**src/logic/lcdi2c_defs.svh**
```systemverilog
// Purpose: constants for the display driver write-only serial slave
// Assumes: 40 MHz system clock
// Notes: definitions only
`ifndef LCDI2C_DEFS_SVH
`define LCDI2C_DEFS_SVH
`define LCDI2C_ADDR_HI6 6'h1c
`define LCDI2C_CTL_MORE_BIT 7
`define LCDI2C_CTL_DATA_BIT 6
`define LCDI2C_FRAME_PERIODS 5'h18
`define LCDI2C_PTR_W 7
`endif

```
**src/logic/lcdi2c_pkg.sv**
```systemverilog
// Purpose: types for the display driver write-only serial slave
// Assumes: used with lcdi2c_defs.svh
// Notes: no constants here
package lcdi2c_pkg;
	typedef enum logic [1:0] {
		LCDI2C_PH_ADDR,
		LCDI2C_PH_CTRL,
		LCDI2C_PH_PAYLOAD,
		LCDI2C_PH_IGNORE
	} lcdi2c_phase_e;

	typedef struct packed {
		logic [6:0] ptr;
		logic [2:0] subaddr;
		logic [7:0] data;
	} lcdi2c_ram_wr_s;

	typedef struct packed {
		logic [2:0] hw_subaddr;
		logic addr_lsb_strap;
	} lcdi2c_straps_s;
endpackage

```
**src/logic/lcdi2c_sync2.sv**
```systemverilog
// Purpose: two-stage synchroniser for pin inputs
// Assumes: single clock domain
// Notes: first stage feeds only the second
`timescale 1ns/100ps
module lcdi2c_sync2 #(
	parameter int W = 1
) (
	input wire logic clk,
	input wire logic rst_n,
	input wire logic [W-1:0] d,
	output logic [W-1:0] q
);
	logic [W-1:0] meta_reg;

	always_ff @(posedge clk or negedge rst_n) begin
		if (!rst_n) begin
			meta_reg <= '1;
			q <= '1;
		end else begin
			meta_reg <= d;
			q <= meta_reg;
		end
	end
endmodule

```
**src/logic/lcdi2c_frame_div.sv**
```systemverilog
// Purpose: frame tick every 24 display clock periods
// Assumes: disp_clk_tick is a one-cycle enable per display clock period
// Notes: display clock rate itself is set elsewhere
`timescale 1ns/100ps
`include "lcdi2c_defs.svh"
module lcdi2c_frame_div (
	input wire logic clk,
	input wire logic rst_n,
	input wire logic disp_clk_tick,
	output logic frame_tick
);
	logic [4:0] cnt_reg;
	logic [4:0] cnt_next;
	logic frame_next;

	always_comb begin
		cnt_next = cnt_reg;
		frame_next = 1'b0;
		if (disp_clk_tick) begin
			if (cnt_reg == `LCDI2C_FRAME_PERIODS - 5'h01) begin
				cnt_next = 5'h00;
				frame_next = 1'b1;
			end else begin
				cnt_next = cnt_reg + 5'h01;
			end
		end
	end

	always_ff @(posedge clk or negedge rst_n) begin
		if (!rst_n) begin
			cnt_reg <= 5'h00;
			frame_tick <= 1'b0;
		end else begin
			cnt_reg <= cnt_next;
			frame_tick <= frame_next;
		end
	end
endmodule

```
**src/logic/lcdi2c_slave.sv**
```systemverilog
// Purpose: write-only serial slave front end of a segment display driver
// Assumes: bus pins sampled by the 40 MHz clock; ack pin is open drain
// Notes: command decode and RAM live outside; subaddr_sel comes from them
`timescale 1ns/100ps
`include "lcdi2c_defs.svh"
module lcdi2c_slave (
	input wire logic clk,
	input wire logic rst_n,
	input wire logic scl_pin,
	input wire logic sda_pin,
	input wire logic addr_lsb_strap,
	input wire logic hw_subaddr_bit0,
	input wire logic hw_subaddr_bit1,
	input wire logic hw_subaddr_bit2,
	input wire logic [2:0] subaddr_sel,
	input wire logic [`LCDI2C_PTR_W-1:0] data_ptr,
	input wire logic disp_clk_tick,
	output logic ack_output_pin_out,
	output logic ack_output_pin_oe,
	output logic cmd_valid,
	output logic [7:0] cmd_byte,
	output logic ram_wr_valid,
	output lcdi2c_pkg::lcdi2c_ram_wr_s ram_wr,
	output logic busy,
	output logic frame_tick
);
	//==========================================================
	// Pin synchronisers
	logic [5:0] pins_sync;
	logic scl_s;
	logic sda_s;
	lcdi2c_pkg::lcdi2c_straps_s straps;

	lcdi2c_sync2 #(.W(6)) u_sync (
		.clk(clk),
		.rst_n(rst_n),
		.d({scl_pin, sda_pin, hw_subaddr_bit2, hw_subaddr_bit1, hw_subaddr_bit0,
			addr_lsb_strap}),
		.q(pins_sync)
	);
	assign scl_s = pins_sync[5];
	assign sda_s = pins_sync[4];
	assign straps = lcdi2c_pkg::lcdi2c_straps_s'(pins_sync[3:0]);

	lcdi2c_frame_div u_frame (
		.clk(clk),
		.rst_n(rst_n),
		.disp_clk_tick(disp_clk_tick),
		.frame_tick(frame_tick)
	);

	//==========================================================
	// Bus edge and condition detect
	logic scl_d_reg;
	logic sda_d_reg;
	logic scl_rise;
	logic scl_fall;
	logic start_det;
	logic stop_det;

	always_ff @(posedge clk or negedge rst_n) begin
		if (!rst_n) begin
			scl_d_reg <= 1'b1;
			sda_d_reg <= 1'b1;
		end else begin
			scl_d_reg <= scl_s;
			sda_d_reg <= sda_s;
		end
	end
	assign scl_rise = scl_s && !scl_d_reg;
	assign scl_fall = !scl_s && scl_d_reg;
	// Both wait one cycle of stable SCL high so a data edge is not misread
	assign start_det = scl_s && scl_d_reg && sda_d_reg && !sda_s;
	assign stop_det = scl_s && scl_d_reg && !sda_d_reg && sda_s;

	//==========================================================
	// Byte framing and protocol
	lcdi2c_pkg::lcdi2c_phase_e phase_reg;
	lcdi2c_pkg::lcdi2c_phase_e phase_next;
	logic [3:0] bit_reg;
	logic [3:0] bit_next;
	logic [7:0] shift_reg;
	logic [7:0] shift_next;
	logic active_reg;
	logic active_next;
	logic more_ctl_reg;
	logic more_ctl_next;
	logic data_sel_reg;
	logic data_sel_next;
	logic ack_reg;
	logic ack_next;
	logic cmd_valid_next;
	logic [7:0] cmd_byte_next;
	logic ram_valid_next;
	lcdi2c_pkg::lcdi2c_ram_wr_s ram_wr_next;
	logic [7:0] rx_byte;
	logic want_ack;
	logic sub_match;

	assign rx_byte = {shift_reg[6:0], sda_s};
	assign sub_match = (straps.hw_subaddr == subaddr_sel);

	always_comb begin
		phase_next = phase_reg;
		bit_next = bit_reg;
		shift_next = shift_reg;
		active_next = active_reg;
		more_ctl_next = more_ctl_reg;
		data_sel_next = data_sel_reg;
		ack_next = ack_reg;
		cmd_valid_next = 1'b0;
		cmd_byte_next = cmd_byte;
		ram_valid_next = 1'b0;
		ram_wr_next = ram_wr;
		want_ack = 1'b0;
		if (start_det) begin
			phase_next = lcdi2c_pkg::LCDI2C_PH_ADDR;
			bit_next = 4'h0;
			active_next = 1'b1;
			ack_next = 1'b0;
		end else if (stop_det) begin
			active_next = 1'b0;
			ack_next = 1'b0;
			phase_next = lcdi2c_pkg::LCDI2C_PH_IGNORE;
		end else if (active_reg && scl_rise && bit_reg < 4'h8) begin
			shift_next = rx_byte;
			bit_next = bit_reg + 4'h1;
			if (bit_reg == 4'h7) begin
				unique case (phase_reg)
					lcdi2c_pkg::LCDI2C_PH_ADDR: begin
						if (rx_byte[7:2] == `LCDI2C_ADDR_HI6
							&& rx_byte[1] == straps.addr_lsb_strap
							&& !rx_byte[0]) begin
							want_ack = 1'b1;
							phase_next = lcdi2c_pkg::LCDI2C_PH_CTRL;
						end else begin
							phase_next = lcdi2c_pkg::LCDI2C_PH_IGNORE;
						end
					end
					lcdi2c_pkg::LCDI2C_PH_CTRL: begin
						want_ack = 1'b1;
						more_ctl_next = rx_byte[`LCDI2C_CTL_MORE_BIT];
						data_sel_next = rx_byte[`LCDI2C_CTL_DATA_BIT];
						phase_next = lcdi2c_pkg::LCDI2C_PH_PAYLOAD;
					end
					lcdi2c_pkg::LCDI2C_PH_PAYLOAD: begin
						if (data_sel_reg) begin
							want_ack = sub_match;
							ram_valid_next = sub_match;
							ram_wr_next.ptr = data_ptr;
							ram_wr_next.subaddr = subaddr_sel;
							ram_wr_next.data = rx_byte;
						end else begin
							want_ack = 1'b1;
							cmd_valid_next = 1'b1;
							cmd_byte_next = rx_byte;
						end
						if (more_ctl_reg) begin
							phase_next = lcdi2c_pkg::LCDI2C_PH_CTRL;
						end
					end
					lcdi2c_pkg::LCDI2C_PH_IGNORE: begin
						want_ack = 1'b0;
					end
				endcase
				ack_next = want_ack;
			end
		end else if (active_reg && scl_fall && bit_reg == 4'h8) begin
			// Ack low is held from this fall through the ninth clock high
			bit_next = 4'h9;
		end else if (active_reg && scl_fall && bit_reg == 4'h9) begin
			ack_next = 1'b0;
			bit_next = 4'h0;
		end
	end

	always_ff @(posedge clk or negedge rst_n) begin
		if (!rst_n) begin
			phase_reg <= lcdi2c_pkg::LCDI2C_PH_IGNORE;
			bit_reg <= 4'h0;
			shift_reg <= 8'h00;
			active_reg <= 1'b0;
			more_ctl_reg <= 1'b0;
			data_sel_reg <= 1'b0;
			ack_reg <= 1'b0;
			cmd_valid <= 1'b0;
			cmd_byte <= 8'h00;
			ram_wr_valid <= 1'b0;
			ram_wr <= '0;
		end else begin
			phase_reg <= phase_next;
			bit_reg <= bit_next;
			shift_reg <= shift_next;
			active_reg <= active_next;
			more_ctl_reg <= more_ctl_next;
			data_sel_reg <= data_sel_next;
			ack_reg <= ack_next;
			cmd_valid <= cmd_valid_next;
			cmd_byte <= cmd_byte_next;
			ram_wr_valid <= ram_valid_next;
			ram_wr <= ram_wr_next;
		end
	end

	// Ack only once SCL is low after the eighth bit, never during data high
	assign ack_output_pin_oe = ack_reg && (bit_reg == 4'h9);
	assign ack_output_pin_out = 1'b0;
	assign busy = active_reg;
endmodule

```
**config.mk**
```make
export PLATFORM = sky130hd
export DESIGN_NAME = lcdi2c_slave
export DESIGN_NICKNAME = d
export VERILOG_FILES = /design/src/logic/lcdi2c_pkg.sv /design/src/logic/lcdi2c_sync2.sv /design/src/logic/lcdi2c_frame_div.sv /design/src/logic/lcdi2c_slave.sv
export VERILOG_INCLUDE_DIRS = /design/src /design/src/logic
export SDC_FILE = /design/constraint.sdc
export NUM_CORES = 1
export LEC_CHECK = 0
export BUFFER_PORTS_ARGS = -buffer_cell sky130_fd_sc_hd__buf_4
export CAP_MARGIN = 0
export CELL_PAD_IN_SITES_DETAIL_PLACEMENT = 1
export CELL_PAD_IN_SITES_GLOBAL_PLACEMENT = 1
export CORE_MARGIN = 1.5
export CORE_UTILIZATION = 40
export CTS_CLUSTER_SIZE = 24
export DETAILED_ROUTE_END_ITERATION = 10
export PLACE_DENSITY = 0.85
export SKIP_LAST_GASP = 1
export SLEW_MARGIN = 0
export SYNTH_ARGS = -nofsm -noshare
export SYNTH_HDL_FRONTEND = slang
export SYNTH_SLANG_ARGS = --single-unit
```
**constraint.sdc**
```tcl
create_clock -name clk -period 1.6 [get_ports clk]
set_input_delay 0.4 -clock clk [delete_from_list [all_inputs] [get_ports clk]]
set_output_delay 0.4 -clock clk [all_outputs]
set_load 0.02 [all_outputs]
```
==> results of run 1 <==
[per-stage QoR]
stage | instances | setup slack [ps] | cell area (µm²)
2_1_floorplan | 223 | -130.8 | 2844
3_3_place_gp | 389 | -83.35 | 3530
3_5_place_dp | 389 | -165.5 | 3530
4_1_cts | 420 | -193.0 | 4020
5_1_grt | 428 | -248.8 | 4255
6_report | 428 | -225.6 | 4255
[logic make-up after synthesis]
family | after synthesis
flip-flops | 65
XOR/XNOR | 6
AND/OR/NAND/NOR | 67
AO/OA/AOI/OAI | 31
buffers and inverters | 16
other | 1
adder cells (fa/ha/maj) | 8
multiplexers | 29
[critical path, cell delays in order (launching register included)]
cell,delay [ps]
dfrtp_1,410
buf_6,140
ha_4,150
buf_6,110
and3_4,140
buf_6,120
[metal layers]
layer	wire (µm)	GRT usage, %	part of all wire (%)	vias up
li1	-	-	-	979
met3	280	7.014	2.9	26
met2	5254	43.97	54	69
met4	375	13.05	3.8	0
met5	0	0	0	-
met1	3884	28.28	40	1172
[layout by cell type (no fill, tap or decap), types with 3 or more instances in the layout]
cell      instances
a21o_1            3
buf_12            3
buf_4            81
buf_6            15
clkbuf_8         11
dfrtp_1          48
dfstp_2          16
ha_4              5
inv_1             3
inv_4             3
mux2_2            8
mux2_4           21
nand2_1          30
nand2_4           3
nand3_1           4
nand4_1           4
nor2_1            5
o21ai_0           5
xnor2_1           5
[what timing repair did]
item,4_1_cts,5_1_grt
setup buffers,12,13
endpoints found under the setup margin,26,44
resized for setup,35,51
pin swaps,12,24
hold buffers,1,0
hold endpoints to repair,8,0
gates cloned,2,0
[where the power goes]
| group | internal (mW) | switching [mW] |
|---|---|---|
| Clock | 0.648 | 0.679 |
| Sequential | 1.87 | 0.251 |
| Combinational | 0.956 | 0.952 |
[path summary, 6_finish.rpt]
path                                         start                 end  slack, ps
worst min-delay path                       sda_pin  u_sync.meta_reg[4]        150
min in group asynchronous                    rst_n           ram_wr[6]        450
worst max-delay path                    bit_reg[0]   ack_output_pin_oe       -230
worst max register to register        phase_reg[1]        phase_reg[0]       -220
max in group asynchronous                    rst_n           scl_d_reg        590
worst min register to register  u_sync.meta_reg[5]         u_sync.q[5]        350
[area by class of cell]
class	count	share of cell area, %
Clock inverter	4	0.6175
Timing Repair Buffer	101	20.55
Multi-Input combinational cell	142	32.76
Inverter	8	0.8821
Tap cell	96	2.823
Sequential cell	65	38.72
Clock buffer	12	3.646
==> results by group, run 1 <==
Outcome
  – Run status: finished with violations
  – Failing checks: setup timing

Clock network
  – Clock transition at the register clock pins on the worst setup and hold paths after CTS: 80 ps
  – Clock latency at the later pin of the worst-skew pair: 360 ps
  – H-tree level count: 3
  – Clock sink total: 65
  – CTS Buffer Depth: 2
  – Number of clock buffers inserted by TritonCTS: 9
  – Clk root buf: clkbuf_8
  – TritonCTS clock tree: built

GRT
  – Wire length of the first global-routing pass: 13770 µm
  – Overall fraction of global-route tracks in use: roughly a quarter
  – Congestion Overflow GR: 0
  – Largest net degree at the start of global routing: 39
  – Vias in the first global route: 2471
  – Number of antenna violations at the first check in global routing: 0

Synthesis
  – Mux share of post-synthesis cell area: ~13%
  – Async set-reset flop share out of synthesis: 100.0%
  – Seq/Total Area, Yosys: between 50% and 60%
  – Number of warnings reported in the yosys synthesis log: 0
  – Post-synthesis adder-cell area fraction: 3.540%
  – Number of enable flip-flop cells after synthesis: 0
  – Top flip-flop cell by instance count after synthesis: dfrtp_1
  – Cell Area, Synth: 0.002828 mm²
  – Nets in the synthesized netlist: 250
  – Number of register bits inferred by synthesis: 65
  – Most common library cells after synthesis: dfrtp_1 (49), nand2_1 (34), mux2_2 (20), dfstp_2 (16)
  – Most common cell in the synthesized netlist: dfrtp_1
  – Fraction of post-synthesis cell area in the top cell type by area: between 40% and 50%
  – Cell accounting for the most synthesized area: dfrtp_1
  – Main combinational cell family by area after synthesis: simple AND/OR/NAND/NOR gates
  – Library cells used by synthesis: 45
  – Mean Syn Cell Area: 12.68 µm²
  – Leading post-synthesis cells by cell area: dfrtp_1 (43%), dfstp_2 (15%), mux2_2 (8.0%)
  – Fraction of synthesized cell area in xor and xnor cells: 1.858%
  – Simple-Gate Fraction of Synth Area: 13.05%
  – Count of mapped cells out of synthesis: 223
  – Synth Area in Compound Gates: between 7 and 8%

Finish
  – Area delta synth->final: 50.49%
  – Number of flip-flops under the largest register name: 18
  – Net total in the final layout: around 350
  – # diodes: 0
  – Utilization after layout: 62.29%
  – Total of fill cells in the finished design: just under 700
  – Multi-input combinational cell area: 0.001394 mm²
  – Share of post-route cells with drive strength above 1: 61.14%
  – Register cell area after layout: 0.001648 mm²

STA
  – Setup violation total in the final timing report: 38
  – Final total negative setup slack: -4829 ps
  – Crit share post-route: 114.1%
  – Highest attainable clock frequency: 547.8 MHz
  – Slew Limit Fails: 0
  – Hold WS: between 150 and 200 ps
  – Tmin final: 1826 ps
  – Setup repair after global routing missed its margin: yes
  – Final Worst Setup Slack: -225.6 ps
  – Worst Clk Skew: 10.29 ps
  – Number of hold-slack violations in the final timing report: 0

Drt
  – Total Wirelength: 9794 µm
  – DR DRC count: 0
  – Number of DRC violations after detailed-routing iteration 0: 44
  – Via count: around 2200
  – TritonRoute pass-1 iters: 4
  – Mean number of vias per cell: 5.248
  – Number of nets with antenna violations after routing: 0
  – Final routed wire length divided by cell count: 22.88 µm

Floorplanning
  – Std-Cell Core Area: 0.006832 mm²
  – Height of the die: approximately 87 µm
  – I/O pin count: 51
  – Site Rows: 30
  – Area of the die: roughly 0.0076 mm²
  – Horizontal extent of the die: 87.08 µm
  – Initial Utilization: 41.39%

Critical path
  – Max Fanout on Critical Path: 2
  – Depth of the most critical reg-to-reg path: 6
  – CP Launch Type: register
  – Arrival time of the worst setup path: 1430 ps
  – Kind of end point of the critical path: output port
  – Worst setup path class: register to output port
  – Data required time at the worst endpoint: 1200 ps

Power
  – Post-layout power: 5.354 mW
  – Power per unit of standard cell area: 1258 mW/mm²
  – Static Leakage: between 2 and 2.5 nW
  – Peak supply drop: 0.0009223 V

Place
  – Quantity of I/O buffers inserted on ports: 49
  – Placer's final routability congestion estimate: 0.8194
  – DP Wirelength: ~4900 µm

Worst hold path
  – Classification of the worst-slack hold path: primary input to register
  – Number of cells traversed by the worst hold path: 1

Flow run
  – Max Cap Viol: 0
(Power assumes the default switching activity.)
==> inputs of run 2 (changes only) <==
--- a/config.mk
+++ b/config.mk
@@ -6,12 +6,13 @@
 export SDC_FILE = /design/constraint.sdc
 export NUM_CORES = 1
 export LEC_CHECK = 0
+export ABC_AREA = 1
 export BUFFER_PORTS_ARGS = -buffer_cell sky130_fd_sc_hd__buf_4
 export CAP_MARGIN = 0
 export CELL_PAD_IN_SITES_DETAIL_PLACEMENT = 1
 export CELL_PAD_IN_SITES_GLOBAL_PLACEMENT = 1
 export CORE_MARGIN = 1.5
-export CORE_UTILIZATION = 40
+export CORE_UTILIZATION = 38
 export CTS_CLUSTER_SIZE = 24
 export DETAILED_ROUTE_END_ITERATION = 10
 export PLACE_DENSITY = 0.85
==> run 2 against run 1 <==
  * The run still ends with setup timing left
  * Sequential cell count unchanged
  * Cell count rose by 9.1%
  * Die area grew 3.3%
  * Register-to-register slack better by 150 ps
  * Sequential power is essentially flat
  * Power shrank 14%
  * Critical path type unchanged
  * Setup slack better by 120 ps
==> results by group, run 2 <==
STA
  – Crit share post-route: 106.5% (-7.6 points)
  – Tmin final: 1704 ps (-122.0 ps)
  – Final Worst Setup Slack: -103.6 ps (+122.0 ps)
  – Setup repair after global routing missed its margin: yes
  – Slew Limit Fails: 0 (unchanged)
  – Final total negative setup slack: -490.5 ps (+4338 ps)
  – Worst Clk Skew: 13.04 ps (+2.749 ps)
  – Highest attainable clock frequency: 587.0 MHz (+7.2%)
  – Number of hold-slack violations in the final timing report: 0 (unchanged)
  – Setup violation total in the final timing report: 9 (-76%)

Drt
  – DR DRC count: 0 (unchanged)
  – Total Wirelength: 6989 µm (-29%)
  – Via count: 2211 (-1.6%)
  – Number of nets with antenna violations after routing: 0 (unchanged)
  – Mean number of vias per cell: 4.734 (-9.8%)
  – TritonRoute pass-1 iters: 4 (unchanged)
  – Number of DRC violations after detailed-routing iteration 0: 120 (+170%)
  – Final routed wire length divided by cell count: 14.97 µm (-35%)

Synthesis
  – Library cells used by synthesis: 28 (-38%)
  – Number of register bits inferred by synthesis: 65 (unchanged)
  – Nets in the synthesized netlist: 321 (+28%)
  – Cell Area, Synth: 0.002778 mm² (-1.8%)
  – Most common library cells after synthesis: nand2_1 (74), dfrtp_1 (49), inv_1 (44), o21ai_1 (19)
  – Number of warnings reported in the yosys synthesis log: 0 (unchanged)
  – Seq/Total Area, Yosys: 59.28% (+1.0 points)
  – Fraction of post-synthesis cell area in the top cell type by area: 44.14% (+0.78 points)
  – Count of mapped cells out of synthesis: 294 (+32%)
  – Mean Syn Cell Area: 9.448 µm² (-25%)
  – Leading post-synthesis cells by cell area: dfrtp_1 (44%), dfstp_2 (15%), nand2_1 (10%)
  – Most common cell in the synthesized netlist: nand2_1
  – Cell accounting for the most synthesized area: dfrtp_1
  – Number of enable flip-flop cells after synthesis: 0 (unchanged)
  – Async set-reset flop share out of synthesis: 100.0% (unchanged)
  – Top flip-flop cell by instance count after synthesis: dfrtp_1

Finish
  – Multi-input combinational cell area: 0.001027 mm² (-26%)
  – Area delta synth->final: 36.35%
  – Register cell area after layout: 0.001648 mm² (unchanged)
  – Net total in the final layout: 393 (+11%)
  – Share of post-route cells with drive strength above 1: 34.77% (-26 points)
  – Number of flip-flops under the largest register name: 18 (unchanged)
  – Commonest non-fill, non-tap cells in the layout: nand2_1 (69), buf_4 (57), dfrtp_1 (48)
  – # diodes: 0 (unchanged)
  – Total of fill cells in the finished design: 803 (+17%)
  – Cell Count, Final, Fillers Out: 467 (+9.1%)
  – Summed area of non-filler cells in the final layout: 0.003787 mm² (-11%)
  – Leading cell type in the layout, fill and taps excluded: nand2_1

Floorplanning
  – Initial Utilization: 40.00% (-1.4 points)
  – Std-Cell Core Area: 0.006944 mm² (+1.6%)
  – Area of the die: 0.007831 mm² (+3.3%)
  – Site Rows: 30 (unchanged)
  – Height of the die: 88.50 µm (+1.6%)
  – I/O pin count: 51 (unchanged)
  – Horizontal extent of the die: 88.50 µm (+1.6%)

Power
  – Cell Int Power: 3.153 mW (-9.2%)
  – Static Leakage: 1.887 nW (-8.0%)
  – Switching Share: 31.91% (-3.2 points)
  – Post-layout power: 4.630 mW (-14%)
  – Peak supply drop: 0.0006385 V (-31%)
  – Part of the power in registers: 46.2% (+6.6 points)
  – Fraction of power consumed by the clock network: 31.9% (+7.1 points)
  – Switching power summed over all nets: 1.478 mW (-21%)
  – Power per unit of standard cell area: 1223 mW/mm² (-2.8%)
  – Logic pwr share: 21.9% (-14 points)

GRT
  – Met2 Use GR: 30.88% (-13 points)
  – Vias in the first global route: 2249 (-9.0%)
  – Overall fraction of global-route tracks in use: 18.12% (-7.2 points)
  – Met1 Track Usage GR: 21.74% (-6.5 points)
  – Wire length of the first global-routing pass: 10550 µm (-23%)
  – Largest net degree at the start of global routing: 33 (-15%)
  – Global routing met3 resource utilization: 5.037% (-2.0 points)
  – Routing layer with the top usage in global route: met2
  – Congestion Overflow GR: 0 (unchanged)
  – Number of antenna violations at the first check in global routing: 0 (unchanged)

Critical path
  – Delay contributed by the slowest stage of the critical path: 420 ps (about the same)
  – Capture point of the worst path: ack_output_pin_oe
  – Data required time at the worst endpoint: 1200 ps (about the same)
  – Ordered cell list for the critical path: inv_2, ha_4, nand3_4, nor2_4, buf_6
  – Arrival time of the worst setup path: 1300 ps (-130 ps)
  – Setup slack of the worst register-to-register path: -70 ps (+150 ps)
  – CP Launch Type: register
  – Kind of end point of the critical path: output port
  – Worst setup path class: register to output port
  – Launching instance or port of the critical path: bit_reg[1]
  – Max Fanout on Critical Path: 2 (unchanged)
  – Depth of the most critical reg-to-reg path: 10 (+4)
  – Startpoint of the most critical register-to-register path: bit_reg[1]
  – Slowest library cell on the worst path: dfrtp_1
  – Capturing point of the worst reg2reg path: cmd_byte[0]

Flow run
  – Max Cap Viol: 0 (unchanged)

Clock network
  – Clk root buf: clkbuf_8
  – Clock sink total: 65 (unchanged)
  – Number of clock buffers inserted by TritonCTS: 9 (unchanged)
  – TritonCTS clock tree: built
  – Clock transition at the register clock pins on the worst setup and hold paths after CTS: 70 ps (about the same)
  – H-tree level count: 3 (unchanged)
  – Clock latency at the later pin of the worst-skew pair: 350 ps (about the same)
  – CTS Buffer Depth: 2 (unchanged)

Place
  – Placer's final routability congestion estimate: 0.7764 (-5.2%)
  – Quantity of I/O buffers inserted on ports: 49 (unchanged)
  – DP Wirelength: 4519 µm (-8.2%)
  – Area after DPL: 0.003304 mm² (-6.4%)
  – Cell total after placement: 440 (+13%)

Worst hold path
  – Classification of the worst-slack hold path: primary input to register

Outcome
  – Failing checks: setup timing
  – Run status: finished with violations
==> run 2: changes by cell type after synthesis, sizes merged, moves of 9 or more <==
cell   change
nand2     +43
inv       +37
mux2      -29
o21ai     +29
nor2      +13
nand3      +9
==> run 2: area by class of cell <==
cell class / count / area share [%]
Multi-Input combinational cell: 177 / 27.12
Inverter: 45 / 4.460
Tap cell: 96 / 3.171
Timing Repair Buffer: 68 / 16.19
Clock inverter: 2 / 0.9911
Clock buffer: 14 / 4.559
Sequential cell: 65 / 43.51
==> run 2: cells by family (layout without fill, tap and decap cells) <==
| family | count (synthesis) | in the layout | share of synthesized area (%) |
|---|---|---|---|
| simple gates | 117 | 117 | 18.65 |
| flops | 65 | 65 | 59.28 |
| buf+inv | 52 | 129 | 8.198 |
| compound gates | 47 | 47 | 8.874 |
| fa+ha+maj | 8 | 8 | 3.604 |
| xor+xnor | 4 | 4 | 1.261 |
| other cells | 1 | 1 | 0.1350 |
==> run 2: power groups by stage <==
stage	registers, mW	logic [mW]	clock network, mW
after global routing	2.17	1.14	1.58
after floorplan	2.08	0.535	0
final	2.14	1.01	1.48
after CTS	2.10	0.907	1.51
after global placement	2.11	0.751	0
after detailed placement	2.12	0.814	0
==> run 2: worst min-delay path by stage <==
stage | from | end | depth (start not counted)
finish | hw_subaddr_bit2 | u_sync.meta_reg[3] | 1
global route | hw_subaddr_bit1 | u_sync.meta_reg[2] | 1
CTS | hw_subaddr_bit2 | u_sync.meta_reg[3] | 1
detailed placement | u_sync.meta_reg[2] | u_sync.q[2] | 0
global placement | u_sync.meta_reg[0] | u_sync.q[0] | 0
floorplan | rst_n | ack_reg | 0
==> run 2: critical path: cells and delay by family (launching register included) <==
family	cells	cell delay, ps
buffers and inverters	2	210
adder cells (fa/ha/maj)	1	150
AND/OR/NAND/NOR	2	180
flip-flops	1	420
==> run 2: timing repair <==
item | 4_1_cts | 5_1_grt
hold buffers | 1 | 0
setup endpoints to repair | 1 | 32
gates resized for setup | 9 | 33
setup buffers | 3 | 5
gates cloned | 0 | 2
pin swaps | 1 | 4
endpoints found under the hold margin | 15 | 0
==> run 2: per-layer routing <==
layer	up-vias	routed length (µm)	part of all wire, %
met5	-	0	0
met4	0	97	1.4
met3	12	233	3.3
met2	42	3712	53
met1	1095	2946	42
li1	1062	-	-
==> run 2: stage by stage <==
step / utilization (%) / setup WS, ps / hold WS, ps
CTS: 51.62 / -107.6 / 142.8
global placement: 47.59 / 56.59 / 345.7
floorplan: - / 161.7 / 104.4
global route: 54.54 / -153.7 / 133.1
finish: 54.54 / -103.6 / 155.3
detailed placement: 47.59 / 28.72 / 348.1
